**src/rtl/drp_defines.svh**
```systemverilog
`ifndef DRP_DEFINES_SVH
`define DRP_DEFINES_SVH
// Clock period and timing figures (ps); counts are derived, minimums round up
`define DRP_TCK_PS 8000
`define DRP_READ_TO_PRECHARGE_TIME_PS 7500
`define DRP_TRP_PS 15000
`define DRP_ROW_ACTIVE_MIN_TIME_PS 40000
`define DRP_CEIL(ps) (((ps) + `DRP_TCK_PS - 1) / `DRP_TCK_PS)
`define DRP_READ_TO_PRECHARGE_TIME_CYC `DRP_CEIL(`DRP_READ_TO_PRECHARGE_TIME_PS)
`define DRP_TRP_CYC `DRP_CEIL(`DRP_TRP_PS)
`define DRP_ROW_ACTIVE_MIN_TIME_CYC `DRP_CEIL(`DRP_ROW_ACTIVE_MIN_TIME_PS)
`define DRP_NUM_BANKS 4
`define DRP_BANK_W 2
`define DRP_CNT_W 6
`define DRP_AP_BIT 10
`define DRP_ADDR_W 14
// Register map, Avalon word addresses
`define DRP_REG_CFG 4'h0
`define DRP_REG_STAT 4'h1
`define DRP_REG_CNT 4'h2
`define DRP_CFG_RST 32'h0000_0020
`endif

```
**src/rtl/drp_pkg.sv**
```systemverilog
package drp_pkg;
  typedef enum logic [2:0] {
    DRP_CMD_NOP,
    DRP_CMD_ACT,
    DRP_CMD_RD,
    DRP_CMD_WR,
    DRP_CMD_PRE
  } drp_cmd_t;
  typedef struct packed {
    drp_cmd_t cmd;
    logic [1:0] bank;
    logic [13:0] addr;
  } drp_req_t;
  typedef enum logic [1:0] {
    DRP_IDLE,
    DRP_OPEN,
    DRP_AP_WAIT,
    DRP_PRECH
  } drp_bank_st_t;
endpackage : drp_pkg

```
**src/rtl/drp_bank_timer.sv**
```systemverilog
`timescale 1ns/1ps
`include "drp_defines.svh"
module drp_bank_timer
  import drp_pkg::*;
(
  input wire logic clk,
  input wire logic rst_n,
  input wire drp_req_t req,
  input wire logic [3:0] avs_address,
  input wire logic avs_read,
  input wire logic avs_write,
  input wire logic [31:0] avs_writedata,
  input wire logic [3:0] avs_byteenable,
  output logic [31:0] avs_readdata,
  output logic avs_waitrequest,
  output logic [3:0] bank_open,
  output logic [3:0] bank_precharging,
  output logic [3:0] rl_event
);
  localparam int NB = `DRP_NUM_BANKS;
  localparam int CW = `DRP_CNT_W;

  // Configuration: [2:0] additive_latency, [6:4] cas_latency, [8] burst of eight
  logic [31:0] cfg;
  logic [CW-1:0] ras_cnt [NB];
  logic [CW-1:0] rtp_cnt [NB];
  logic [CW-1:0] ap_cnt [NB];
  logic [CW-1:0] rp_cnt [NB];
  logic [NB-1:0] ap_pend;
  logic [NB-1:0] open_q;
  logic [NB-1:0] prech_q;
  logic [15:0] ap_done_cnt;
  logic [CW-1:0] rl_cnt;
  logic [1:0] rl_bank;
  logic ack;

  wire logic [2:0] additive_latency = cfg[2:0];
  wire logic [2:0] cas_latency = cfg[6:4];
  wire logic bl8 = cfg[8];
  wire logic [CW-1:0] half_bl = bl8 ? CW'(4) : CW'(2);
  wire logic [CW-1:0] read_latency = CW'(additive_latency) + CW'(cas_latency);
  // Last prefetch edge is AL, or AL+2 for burst of eight
  wire logic [CW-1:0] prefetch_ofs = CW'(additive_latency) + (bl8 ? CW'(2) : CW'(0));
  wire logic is_rd = req.cmd == DRP_CMD_RD;
  wire logic is_act = req.cmd == DRP_CMD_ACT;
  wire logic is_pre = req.cmd == DRP_CMD_PRE;
  wire logic ap_sel = req.addr[`DRP_AP_BIT];
  wire logic bus_acc = (avs_read | avs_write) & ~ack;
  wire logic [31:0] rd_mux =
    (avs_address == `DRP_REG_CFG) ? cfg :
    (avs_address == `DRP_REG_STAT) ? {16'h0000, 4'h0, ap_pend, prech_q, open_q} :
    (avs_address == `DRP_REG_CNT) ? {16'h0000, ap_done_cnt} : 32'h0000_0000;

  function automatic logic [CW-1:0] dec(input logic [CW-1:0] v);
    dec = (v == '0) ? v : v - CW'(1);
  endfunction : dec

  // A counter loaded with N at edge L reads 1 just before edge L+N,
  // so a minimum of N clocks is met at that edge, not one edge later
  function automatic logic due(input logic [CW-1:0] v);
    due = v <= CW'(1);
  endfunction : due

  // Single-wait-state slave; unmapped reads return zero
  always_ff @(posedge clk)
  begin
    if (!rst_n)
    begin
      ack <= 1'b0;
      avs_readdata <= 32'h0000_0000;
      cfg <= `DRP_CFG_RST;
    end
    else
    begin
      ack <= bus_acc;
      if (bus_acc && avs_read)
        avs_readdata <= rd_mux;
      if (bus_acc && avs_write && avs_address == `DRP_REG_CFG)
      begin
        for (int b = 0; b < 4; b++)
          if (avs_byteenable[b])
            cfg[8*b +: 8] <= avs_writedata[8*b +: 8];
      end
    end
  end

  always_ff @(posedge clk)
  begin
    if (!rst_n)
      avs_waitrequest <= 1'b1;
    else
      avs_waitrequest <= ~bus_acc;
  end

  // Per-bank timers; commands to any bank are taken every cycle
  always_ff @(posedge clk)
  begin
    if (!rst_n)
    begin
      open_q <= '0;
      prech_q <= '0;
      ap_pend <= '0;
      ap_done_cnt <= 16'h0000;
      for (int b = 0; b < NB; b++)
      begin
        ras_cnt[b] <= '0;
        rtp_cnt[b] <= '0;
        ap_cnt[b] <= '0;
        rp_cnt[b] <= '0;
      end
    end
    else
    begin
      for (int b = 0; b < NB; b++)
      begin
        ras_cnt[b] <= dec(ras_cnt[b]);
        rtp_cnt[b] <= dec(rtp_cnt[b]);
        ap_cnt[b] <= dec(ap_cnt[b]);
        rp_cnt[b] <= dec(rp_cnt[b]);
        if (prech_q[b] && rp_cnt[b] <= CW'(1))
          prech_q[b] <= 1'b0;
        // Start only when nominal edge, row_active_min_time and read_to_precharge_time all met
        if (ap_pend[b] && due(ap_cnt[b]) && due(ras_cnt[b]) && due(rtp_cnt[b]))
        begin
          ap_pend[b] <= 1'b0;
          open_q[b] <= 1'b0;
          prech_q[b] <= 1'b1;
          // Counted from the actual start, not a later edge
          rp_cnt[b] <= CW'(`DRP_TRP_CYC);
          ap_done_cnt <= ap_done_cnt + 16'h0001;
        end
        if (req.bank == 2'(b))
        begin
          if (is_act && !prech_q[b])
          begin
            open_q[b] <= 1'b1;
            ras_cnt[b] <= CW'(`DRP_ROW_ACTIVE_MIN_TIME_CYC);
          end
          if (is_rd && open_q[b])
          begin
            // read_to_precharge_time from last prefetch, never under two clocks
            rtp_cnt[b] <= prefetch_ofs + ((`DRP_READ_TO_PRECHARGE_TIME_CYC > 2) ? CW'(`DRP_READ_TO_PRECHARGE_TIME_CYC) : CW'(2));
            if (ap_sel)
            begin
              ap_pend[b] <= 1'b1;
              ap_cnt[b] <= CW'(additive_latency) + half_bl;
            end
          end
          // Explicit precharge honoured on an open bank unless an auto-precharge is pending; spacing is the controller's duty
          if (is_pre && open_q[b] && !ap_pend[b])
          begin
            open_q[b] <= 1'b0;
            prech_q[b] <= 1'b1;
            rp_cnt[b] <= CW'(`DRP_TRP_CYC);
          end
        end
      end
    end
  end

  // First read data element marker after read_latency
  always_ff @(posedge clk)
  begin
    if (!rst_n)
    begin
      rl_cnt <= '0;
      rl_bank <= 2'b00;
      rl_event <= 4'h0;
    end
    else
    begin
      rl_event <= 4'h0;
      if (rl_cnt != '0)
      begin
        rl_cnt <= rl_cnt - CW'(1);
        if (rl_cnt == CW'(1))
          rl_event[rl_bank] <= 1'b1;
      end
      if (is_rd)
      begin
        rl_cnt <= (read_latency == '0) ? CW'(1) : read_latency;
        rl_bank <= req.bank;
      end
    end
  end

  always_ff @(posedge clk)
  begin
    if (!rst_n)
    begin
      bank_open <= 4'h0;
      bank_precharging <= 4'h0;
    end
    else
    begin
      bank_open <= open_q;
      bank_precharging <= prech_q;
    end
  end
endmodule : drp_bank_timer

```
**config.mk**
```make
export PLATFORM = sky130hd
export DESIGN_NAME = drp_bank_timer
export DESIGN_NICKNAME = d
export VERILOG_FILES = /design/src/rtl/drp_pkg.sv /design/src/rtl/drp_bank_timer.sv
export VERILOG_INCLUDE_DIRS = /design/src /design/src/rtl
export SDC_FILE = /design/constraint.sdc
export NUM_CORES = 1
export LEC_CHECK = 0
export ABC_AREA = 1
export ABC_CLOCK_PERIOD_IN_PS = 3300
export BUFFER_PORTS_ARGS = -buffer_cell sky130_fd_sc_hd__clkbuf_2
export CAP_MARGIN = 20
export CORE_ASPECT_RATIO = 0.6
export CORE_MARGIN = 5
export CORE_UTILIZATION = 39
export CTS_BUF_LIST = sky130_fd_sc_hd__clkbuf_2
export CTS_CLUSTER_SIZE = 20
export DETAILED_ROUTE_END_ITERATION = 10
export PLACE_DENSITY = 0.63
export RECOVER_POWER = 25
export SLEW_MARGIN = 20
export SYNTH_ARGS = -nofsm -noshare
export SYNTH_HDL_FRONTEND = slang
export SYNTH_SLANG_ARGS = --single-unit
```
**constraint.sdc**
```tcl
create_clock -name clk -period 3.3 [get_ports clk]
set_input_delay 0.66 -clock clk [delete_from_list [all_inputs] [get_ports clk]]
set_output_delay 0.66 -clock clk [all_outputs]
set_load 0.02 [all_outputs]
```
== Word level (Yosys, flattened, before mapping) ==
Memories as Yosys holds them, arrays and structs flattened.
Cells that the tools add are included.

* Magnitude comparators: 18
* Add/sub/neg operators: 22
* Multiplexer cells: 193
* Equal/unequal tests: 9
* Reductions and logical operators: 71
* Bitwise operators: 40

{| class="wikitable"
|+ Operators with widths
! cell !! count
|-
| 6-bit 2-to-1 mux || 54
|-
| 1-bit 2-to-1 mux || 128
|-
| 6-bit zero test || 17
|-
| 6-bit by 1-bit subtractor with 6-bit output, second input constant || 17
|-
| 6-bit by 1-bit <= comparator with 1-bit output, second input constant || 16
|-
| 16-bit 2-to-1 mux || 6
|-
| 1-bit bitwise OR || 37
|-
| 1-bit logical AND || 36
|-
| 32-bit 2-to-1 mux || 1
|-
| 16-bit by 1-bit adder with 16-bit output, second input constant || 1
|-
| 3-bit by 3-bit adder with 4-bit output || 2
|-
| 1-bit zero test || 8
|-
| 2-bit AND reduction || 4
|-
| 6-bit by 1-bit equality test with 1-bit output, second input constant || 1
|-
| 6-bit nonzero test || 1
|-
| 4-bit by 2-bit adder with 5-bit output, second input constant || 1
|-
| 3-bit by 2-bit adder with 4-bit output || 1
|-
| 2-bit equality test, second input constant || 2
|-
| 4-bit by 1-bit equality test with 1-bit output, second input constant || 1
|-
| 4-bit by 2-bit equality test with 1-bit output, second input constant || 1
|-
| 4-bit zero test || 1
|-
| 4-bit 2-to-1 mux || 1
|-
| 4-bit nonzero test || 1
|-
| 3-bit by 1-bit equality test with 1-bit output, second input constant || 1
|-
| other kinds (13) || 14
|}

* Word-level logic and storage cells: 373
* Register bits: 114
* Bits of input ports: 63
* Memory bits (writable): 96
* Memories kept: 4
* Output and inout port bits: 45

{| class="wikitable"
|+ Memory list
! name !! words !! width !! read ports !! clocked after memory_dff !! write ports !! line !! source
|-
| ap_cnt || 4 || 6 || 4 || 0 || 4 || drp_bank_timer.sv:27 || <nowiki>logic [CW-1:0] ap_cnt [NB];</nowiki>
|-
| ras_cnt || 4 || 6 || 4 || 0 || 4 || drp_bank_timer.sv:25 || <nowiki>logic [CW-1:0] ras_cnt [NB];</nowiki>
|-
| rp_cnt || 4 || 6 || 4 || 0 || 4 || drp_bank_timer.sv:28 || <nowiki>logic [CW-1:0] rp_cnt [NB];</nowiki>
|-
| rtp_cnt || 4 || 6 || 4 || 0 || 4 || drp_bank_timer.sv:26 || <nowiki>logic [CW-1:0] rtp_cnt [NB];</nowiki>
|}

== Depth between registers and ports, before layout ==
Gate-level depths: netlist of run 1.
An unclocked memory read counts as a cell.

* Depth after elaboration: 10
* Depth in mapped cells: 14
* Gate-level depth less buffers: 14

== Least setup slack after synthesis of run 1 ==
No wires, ideal clock.

* Path kind: input -> register
* Start point: input rst_n
* End point: memory ap_cnt[0][0] in the netlist's numbering, enable pin
* Setup slack: 1.356 ns
* Arrival time: 1.618 ns
* Path buffers: 3
* Required time: 2.974 ns
* Library setup time: 0.326 ns
* Stages: 4
* Cells stage by stage: buf_2 -> clkbuf_1 -> clkbuf_1 -> nand4_1

{| class="wikitable"
|+ RTL lines
! item !! line !! source
|-
| start: declaration || drp_bank_timer.sv:7 || <nowiki>input wire logic rst_n,</nowiki>
|-
| end: declaration || drp_bank_timer.sv:27 ||
|}

== Worst setup path after layout of run 1 ==
* Start point: register ack
* End point: register avs_readdata[13]

* Word-level cells in the longest chain between the ends: 3

{| class="wikitable"
|+ Ends and longest elaborated chain
! item !! line !! source
|-
| start: declaration || drp_bank_timer.sv:35 || <nowiki>logic ack;</nowiki>
|-
| start signal: assignment || drp_bank_timer.sv:75 || <nowiki>ack <= bus_acc;</nowiki>
|-
| 1-bit inverter || drp_bank_timer.sv:48 || <nowiki>wire logic bus_acc = (avs_read | avs_write) & ~ack;</nowiki>
|-
| 1-bit bitwise AND || drp_bank_timer.sv:48 ||
|-
| 1-bit logical AND || drp_bank_timer.sv:76 || <nowiki>if (bus_acc && avs_read)</nowiki>
|-
| end signal: assignment || drp_bank_timer.sv:77 || <nowiki>avs_readdata <= rd_mux;</nowiki>
|-
| end: declaration || drp_bank_timer.sv:14 || <nowiki>output logic [31:0] avs_readdata,</nowiki>
|}

No other way between the ends.
A chain may end at the register's enable or synchronous reset.

==> results.cfg, run 1 <==
[outcome]
status = finished with violations
violations = capacitance limit, slew limit

[grt]
antenna_found_initial = 0
grt-busiest-layer = met1
use_met2 = 0.233
use_met1 = 0.278
gr-usage-all-layers = 0.176
grt_max_degree = 54
grtUsageMet3 = 0.0495
grt_remaining_overflow = 0
grt_pass1_wl_um = 43400
first_global_vias = 8256

[logic_synthesis]
syn_area_mm2 = 0.0104
synth_mux_area_frac = 0.000958
yosysSeqAreaShare = 0.480
synth-compound-area-share = 0.117
synth-main-ff-cell = dfxtp_1
synth-simple-area-share = 0.228
synth-edff-count = 81
synth_cell_types = 44
synth_nets = 1394
synth.avg_cell_area_um2 = 8.15
synth_top_family_by_area = simple AND/OR/NAND/NOR gates
synth_xor_area_frac = 0.0469
synthAdderAreaFrac = 0.0601
async_reset_ff_frac = 0
yosys_warnings = 0
synth-seq-cells = 210
netlist_instances = 1282

[die]
die_w_um = 221
initial_core_util = 0.395
fp-row-count = 46
core_mm2 = 0.0264
ioPinCount = 108
die_h_um = 137
dieArea_mm2 = 0.0303

[sta]
max_freq_mhz = 387
tns_ns = 0
rsz0062_at_grt = no
worst_slew_pin_slew_ns = 1.55
slew_headroom = -0.0350
drv_slew = 31
hold_viol = 0
setup_viol = 0
setup_ws_ns = 0.717
fin_skew_ns = 0.0489
period_share = 0.783
min_period_ns = 2.58

[layout]
fin_cells = 1802
final_common_cell = nor2_1
drive_gt1_frac = 0.138
diodes = 0
area_delta_synth_final_pct = 12.3
final_cell_mix = nor2_1, nand2_1, clkbuf_2, inv_1, dfxtp_1
nets = 1518

[clock_network]
post_cts_resize_count = 0
cts_buffers = 49
post_cts_buffers = 0
clock_latency_ns = 0.83
root_buffer = clkbuf_2
cts_tree = built
htree_levels = 2
clk_path_buf_depth = 3
hold_buffers = 1
path_clk_slew_ns = 0.12
cts_num_sinks = 210

[routing]
drt_iter0_drc = 816
ant_nets = 0
drcViolationCount = 0
totalWireLength_um = 27400
vias_per_cell = 4.98
dr.pass1.iters = 5
vias = 8980
drt-wirelength-per-cell_um = 15.2

[placed_design]
dpl.hpwl_um = 20400
routabilityCongestion = 0.880
dp_cells = 1714
io_buffer_count = 94
place_ws_ns = 0.760

[setup_path]
cp_max_fo = 29
critPathRequiredTime_ns = 4.01
start_kind = flop
r2r_cells = 7
r2r_slack_ns = 0.72
crit_end = avs_readdata[13]
critical_path_class = reg2reg
crit_path_start = ack
end_kind = flop
r2r-end = avs_readdata[13]
r2r-start = ack
crit_arrival_ns = 3.29

[min_path]
hold_class = in2reg

[power_and_ir_drop]
power.density_mw_per_mm2 = 722
ir_worst_vdd_mv = 0.299
p_leak_nw = 5.15

[job]
max_cap_violations = 1
area by class of cell:
cell class	count	area, µm²
clock buffers	74	370
clock inverters	13	61.3
fillers	2677	14700
inverters	153	574
multi-input cells	889	4730
flip-flops and latches	210	5010
well taps	360	450
repair buffers	103	526
critical path: stages (launching register included):
cell	delay, ns
dfxtp_1	0.36
nor2_2	0.10
clkbuf_1	0.88
inv_1	0.14
nor2_1	0.39
buf_4	0.35
nand2_1	0.09
a31oi_1	0.17
sequential cells by signal (all words and copies together) (netlist names):
register	cells
ras_cnt	24
ack	1
rtp_cnt	24
rp_cnt	24
rl_cnt	6
ap_pend	4
avs_waitrequest	1
bank_precharging	4
rl_bank	2
open_q	4
prech_q	4
bank_open	4
avs_readdata	32
ap_done_cnt	16
cfg	32
ap_cnt	24
rl_event	4
per-stage QoR:
stage	hold WS, ns	power [W]	area [µm²]	util
floorplan	0.412	0.00616	10400	-
global placement	0.428	0.00672	11300	0.428
detailed placement	0.430	0.00681	11300	0.428
CTS	0.00385	0.00852	11700	0.445
global route	0.00858	0.00920	11700	0.444
finish	0.0758	0.00846	11700	0.444
cell usage after synthesis, types with 4 or more instances:
library cell	number	area, µm²
a21oi_1	70	350
buf_1	6	22.5
edfxtp_1	81	2430
inv_1	148	556
ha_1	47	588
nand2_1	199	747
clkbuf_1	18	67.6
o22ai_1	31	194
inv_2	4	15.0
buf_2	5	25.0
nor2_1	231	867
a31oi_1	8	50.1
o211a_1	4	40.0
nand4_1	14	87.6
o211ai_1	7	52.6
or2_2	12	75.1
xnor2_1	25	219
nor3_1	29	145
dfxtp_1	129	2580
o31ai_1	4	30.0
o21ai_0	78	390
xor2_1	31	272
nand3_1	63	315
nor4_1	5	31.3
a311oi_1	8	70.1
report_power, final:
group	internal (W)	switching [W]	leakage [nW]
clock network	0.000597	0.00108	0.326
registers	0.00343	0.000426	1.97
logic	0.00119	0.00173	2.86
total	0.00522	0.00324	5.15
per-layer routing:
| metal | part of all wire | vias up |
|---|---|---|
| li1 | - | 4530 |
| met1 | 0.53 | 4163 |
| met2 | 0.38 | 252 |
| met3 | 0.072 | 35 |
| met4 | 0.014 | 0 |
| met5 | 0 | - |
how the worst min path moves through the flow:
| stage | from | to | slack [ns] | cells past startpoint |
|---|---|---|---|---|
| 2_1_floorplan | rl_bank[1] | rl_event[1] | 0.41 | 1 |
| 3_3_place_gp | rl_bank[1] | rl_event[1] | 0.43 | 1 |
| 3_5_place_dp | rl_bank[1] | rl_event[1] | 0.43 | 1 |
| 4_1_cts | avs_writedata[22] | cfg[22] | 0.004 | 3 |
| 5_1_grt | avs_writedata[22] | cfg[22] | 0.009 | 3 |
| 6_report | avs_writedata[22] | cfg[22] | 0.08 | 3 |
cells by family after synthesis:
| family | Yosys count |
|---|---|
| AND/OR/NAND/NOR | 567 |
| buffers and inverters | 183 |
| multiplexers | 1 |
| XOR/XNOR | 56 |
| AO/OA/AOI/OAI | 216 |
| adder cells (fa/ha/maj) | 49 |
| flip-flops | 210 |
No activity file was read; power rests on OpenSTA's default activity.
==> run 2, diff against run 1 <==
--- a/config.mk
+++ b/config.mk
@@ -7,7 +7,7 @@
 export NUM_CORES = 1
 export LEC_CHECK = 0
 export ABC_AREA = 1
-export ABC_CLOCK_PERIOD_IN_PS = 3300
+export ABC_CLOCK_PERIOD_IN_PS = 2500
 export BUFFER_PORTS_ARGS = -buffer_cell sky130_fd_sc_hd__clkbuf_2
 export CAP_MARGIN = 20
 export CORE_ASPECT_RATIO = 0.6
==> constraint.sdc (replaced) <==
create_clock -name clk -period 2.5 [get_ports clk]
set_input_delay 0.5 -clock clk [delete_from_list [all_inputs] [get_ports clk]]
set_output_delay 0.5 -clock clk [all_outputs]
set_load 0.02 [all_outputs]
==> run 2 against run 1 <==
The run now ends clean. Worst hold slack improved by 0.038 ns. Clock power increased by 40%. Cell area increased by 3.8%. Die area unchanged. Setup slack got worse by 0.48 ns. Sequential share of layout area decreased by 1.6 points. Cell count increased by 2.6%. Flip-flop and latch count unchanged. Clock skew increased by 0.0087 ns. Global-route usage increased by 0.83 points. Critical path depth increased by 1. Critical endpoint is now rp_cnt[2][1]. Highest routed layer unchanged.
==> results.cfg, run 2 (same netlist as run 1, synthesis figures left out) <==
[power_and_ir_drop]
power.density_mw_per_mm2 = 937
p_comb_frac = 0.347
seqPwrFrac = 0.447
p_int_w = 0.00705
power.share.clock = 0.206
p_sw_frac = 0.382
p_leak_nw = 5.37
finalPower_w = 0.0114
p_sw_w = 0.00436
ir_worst_vdd_mv = 0.325

[grt]
grt_remaining_overflow = 0
grt_max_degree = 71
first_global_vias = 8797
gr-usage-all-layers = 0.184
grt_pass1_wl_um = 45500
antenna_found_initial = 0

[setup_path]
critPathRequiredTime_ns = 3.00
crit_family = simple AND/OR/NAND/NOR gates
path_cells = inv_1, ha_1, nor2_1, nor2_1, nand4_1, nand2_1, inv_1, nand3_1
end_kind = flop
critPathSlowestCell = edfxtp_1
cp_max_fo = 6
r2r-start = ras_cnt[2][0]
critical_path_class = reg2reg
crit_path_start = ras_cnt[2][0]
start_kind = flop
crit_path_max_incr_delay_ns = 0.45
crit_arrival_ns = 2.76
crit_buf_inv = 2

[routing]
drt_iter0_drc = 859
vias_per_cell = 4.99
drt-wirelength-per-cell_um = 15.4
drcViolationCount = 0
ant_nets = 0
vias = 9220
dr.pass1.iters = 5
totalWireLength_um = 28600

[clock_network]
clock_latency_ns = 0.86
cts_num_sinks = 210
cts_tree = built
htree_levels = 2
clk_path_buf_depth = 3
path_clk_slew_ns = 0.12
cts_buffers = 49
root_buffer = clkbuf_2

[sta]
setup_viol = 0
slew_headroom = 0.254
drv_slew = 0
period_share = 0.904
tns_ns = 0
fin_skew_ns = 0.0575
min_period_ns = 2.26
max_freq_mhz = 442
hold_viol = 0
worst_slew_pin_slew_ns = 1.12
rsz0062_at_grt = no

[die]
ioPinCount = 108
die_h_um = 137
core_mm2 = 0.0264
die_w_um = 221
dieArea_mm2 = 0.0303
fp-row-count = 46
initial_core_util = 0.395

[min_path]
hold_class = in2reg
min_from = avs_byteenable[0]

[placed_design]
dpl_cell_area_mm2 = 0.0114
dp_cells = 1719
routabilityCongestion = 0.889
io_buffer_count = 94
dpl.hpwl_um = 20900

[layout]
diodes = 0
final_cell_mix = nor2_1, nand2_1, clkbuf_2, inv_1, dfxtp_1
area_delta_synth_final_pct = 16.6
fin_util = 0.461
fin_cells = 1849
final_common_cell = nor2_1
reg_top3 = avs_readdata: 32 flops, cfg: 32 flops
design_area_mm2 = 0.0122
nets = 1560
drive_gt1_frac = 0.132

[job]
max_cap_violations = 0

[outcome]
status = completed
[run 2: changes by cell type in the layout (fill, tap and decap cells not counted), moves of 2 or more]
| cell | before | now |
|---|---|---|
| buf_4 | 4 | 9 |
| dlygate4sd3_1 | 1 | 38 |
| clkinvlp_4 | 3 | 1 |
| clkinv_1 | 10 | 17 |
| inv_1 | 148 | 151 |
| inv_2 | 4 | 1 |
[run 2: worst min-delay path: cells and delay by family]
kind,cells,cell delay [ns]
AND/OR/NAND/NOR,1,0.22
buffers and inverters,1,0.08
AO/OA/AOI/OAI,1,0.11
[run 2: per-layer routing]
layer	global-route usage	vias to the layer above	share of wire
met3	0.0551	48	0.081
li1	-	4627	-
met2	0.265	286	0.40
met4	0.0434	0	0.017
met5	0	-	0
met1	0.273	4259	0.50
[run 2: layout make-up]
class | count | area [µm²]
clock buffers | 74 | 370
repair buffers | 145 | 948
multi-input cells | 889 | 4720
clock inverters | 18 | 97.6
inverters | 153 | 574
fillers | 2619 | 14200
well taps | 360 | 450
flip-flops and latches | 210 | 5010
[run 2: path summary, 6_finish.rpt]
check                                    end  slack, ns  cells past startpoint
worst min register to register   rl_event[1]       0.46                      1
worst max-delay path            rp_cnt[2][1]       0.24                      8
worst min-delay path                  cfg[0]       0.11                      3
worst max register to register  rp_cnt[2][1]       0.24                      8
[run 2: metrics by stage]
step	worst slack, ns	hold WS [ns]
floorplan	0.709	0.412
global placement	0.269	0.427
detailed placement	0.217	0.442
CTS	0.291	0.0163
global route	0.0496	0.0415
finish	0.239	0.114
[run 2: power groups by stage]
stage | Combinational [W] | Sequential (W) | Clock [W]
after global routing | 0.00454 | 0.00520 | 0.00261
after detailed placement | 0.00385 | 0.00517 | 0
after global placement | 0.00373 | 0.00514 | 0
final | 0.00395 | 0.00510 | 0.00235
after CTS | 0.00394 | 0.00509 | 0.00243
after floorplan | 0.00309 | 0.00504 | 0
[run 2: what timing repair did]
action / 4_1_cts / 5_1_grt
setup buffers: 0 / 0
hold buffers: 38 / 0
gates resized for setup: 0 / 1
endpoints found under the setup margin: 0 / 4
endpoints found under the hold margin: 37 / 0
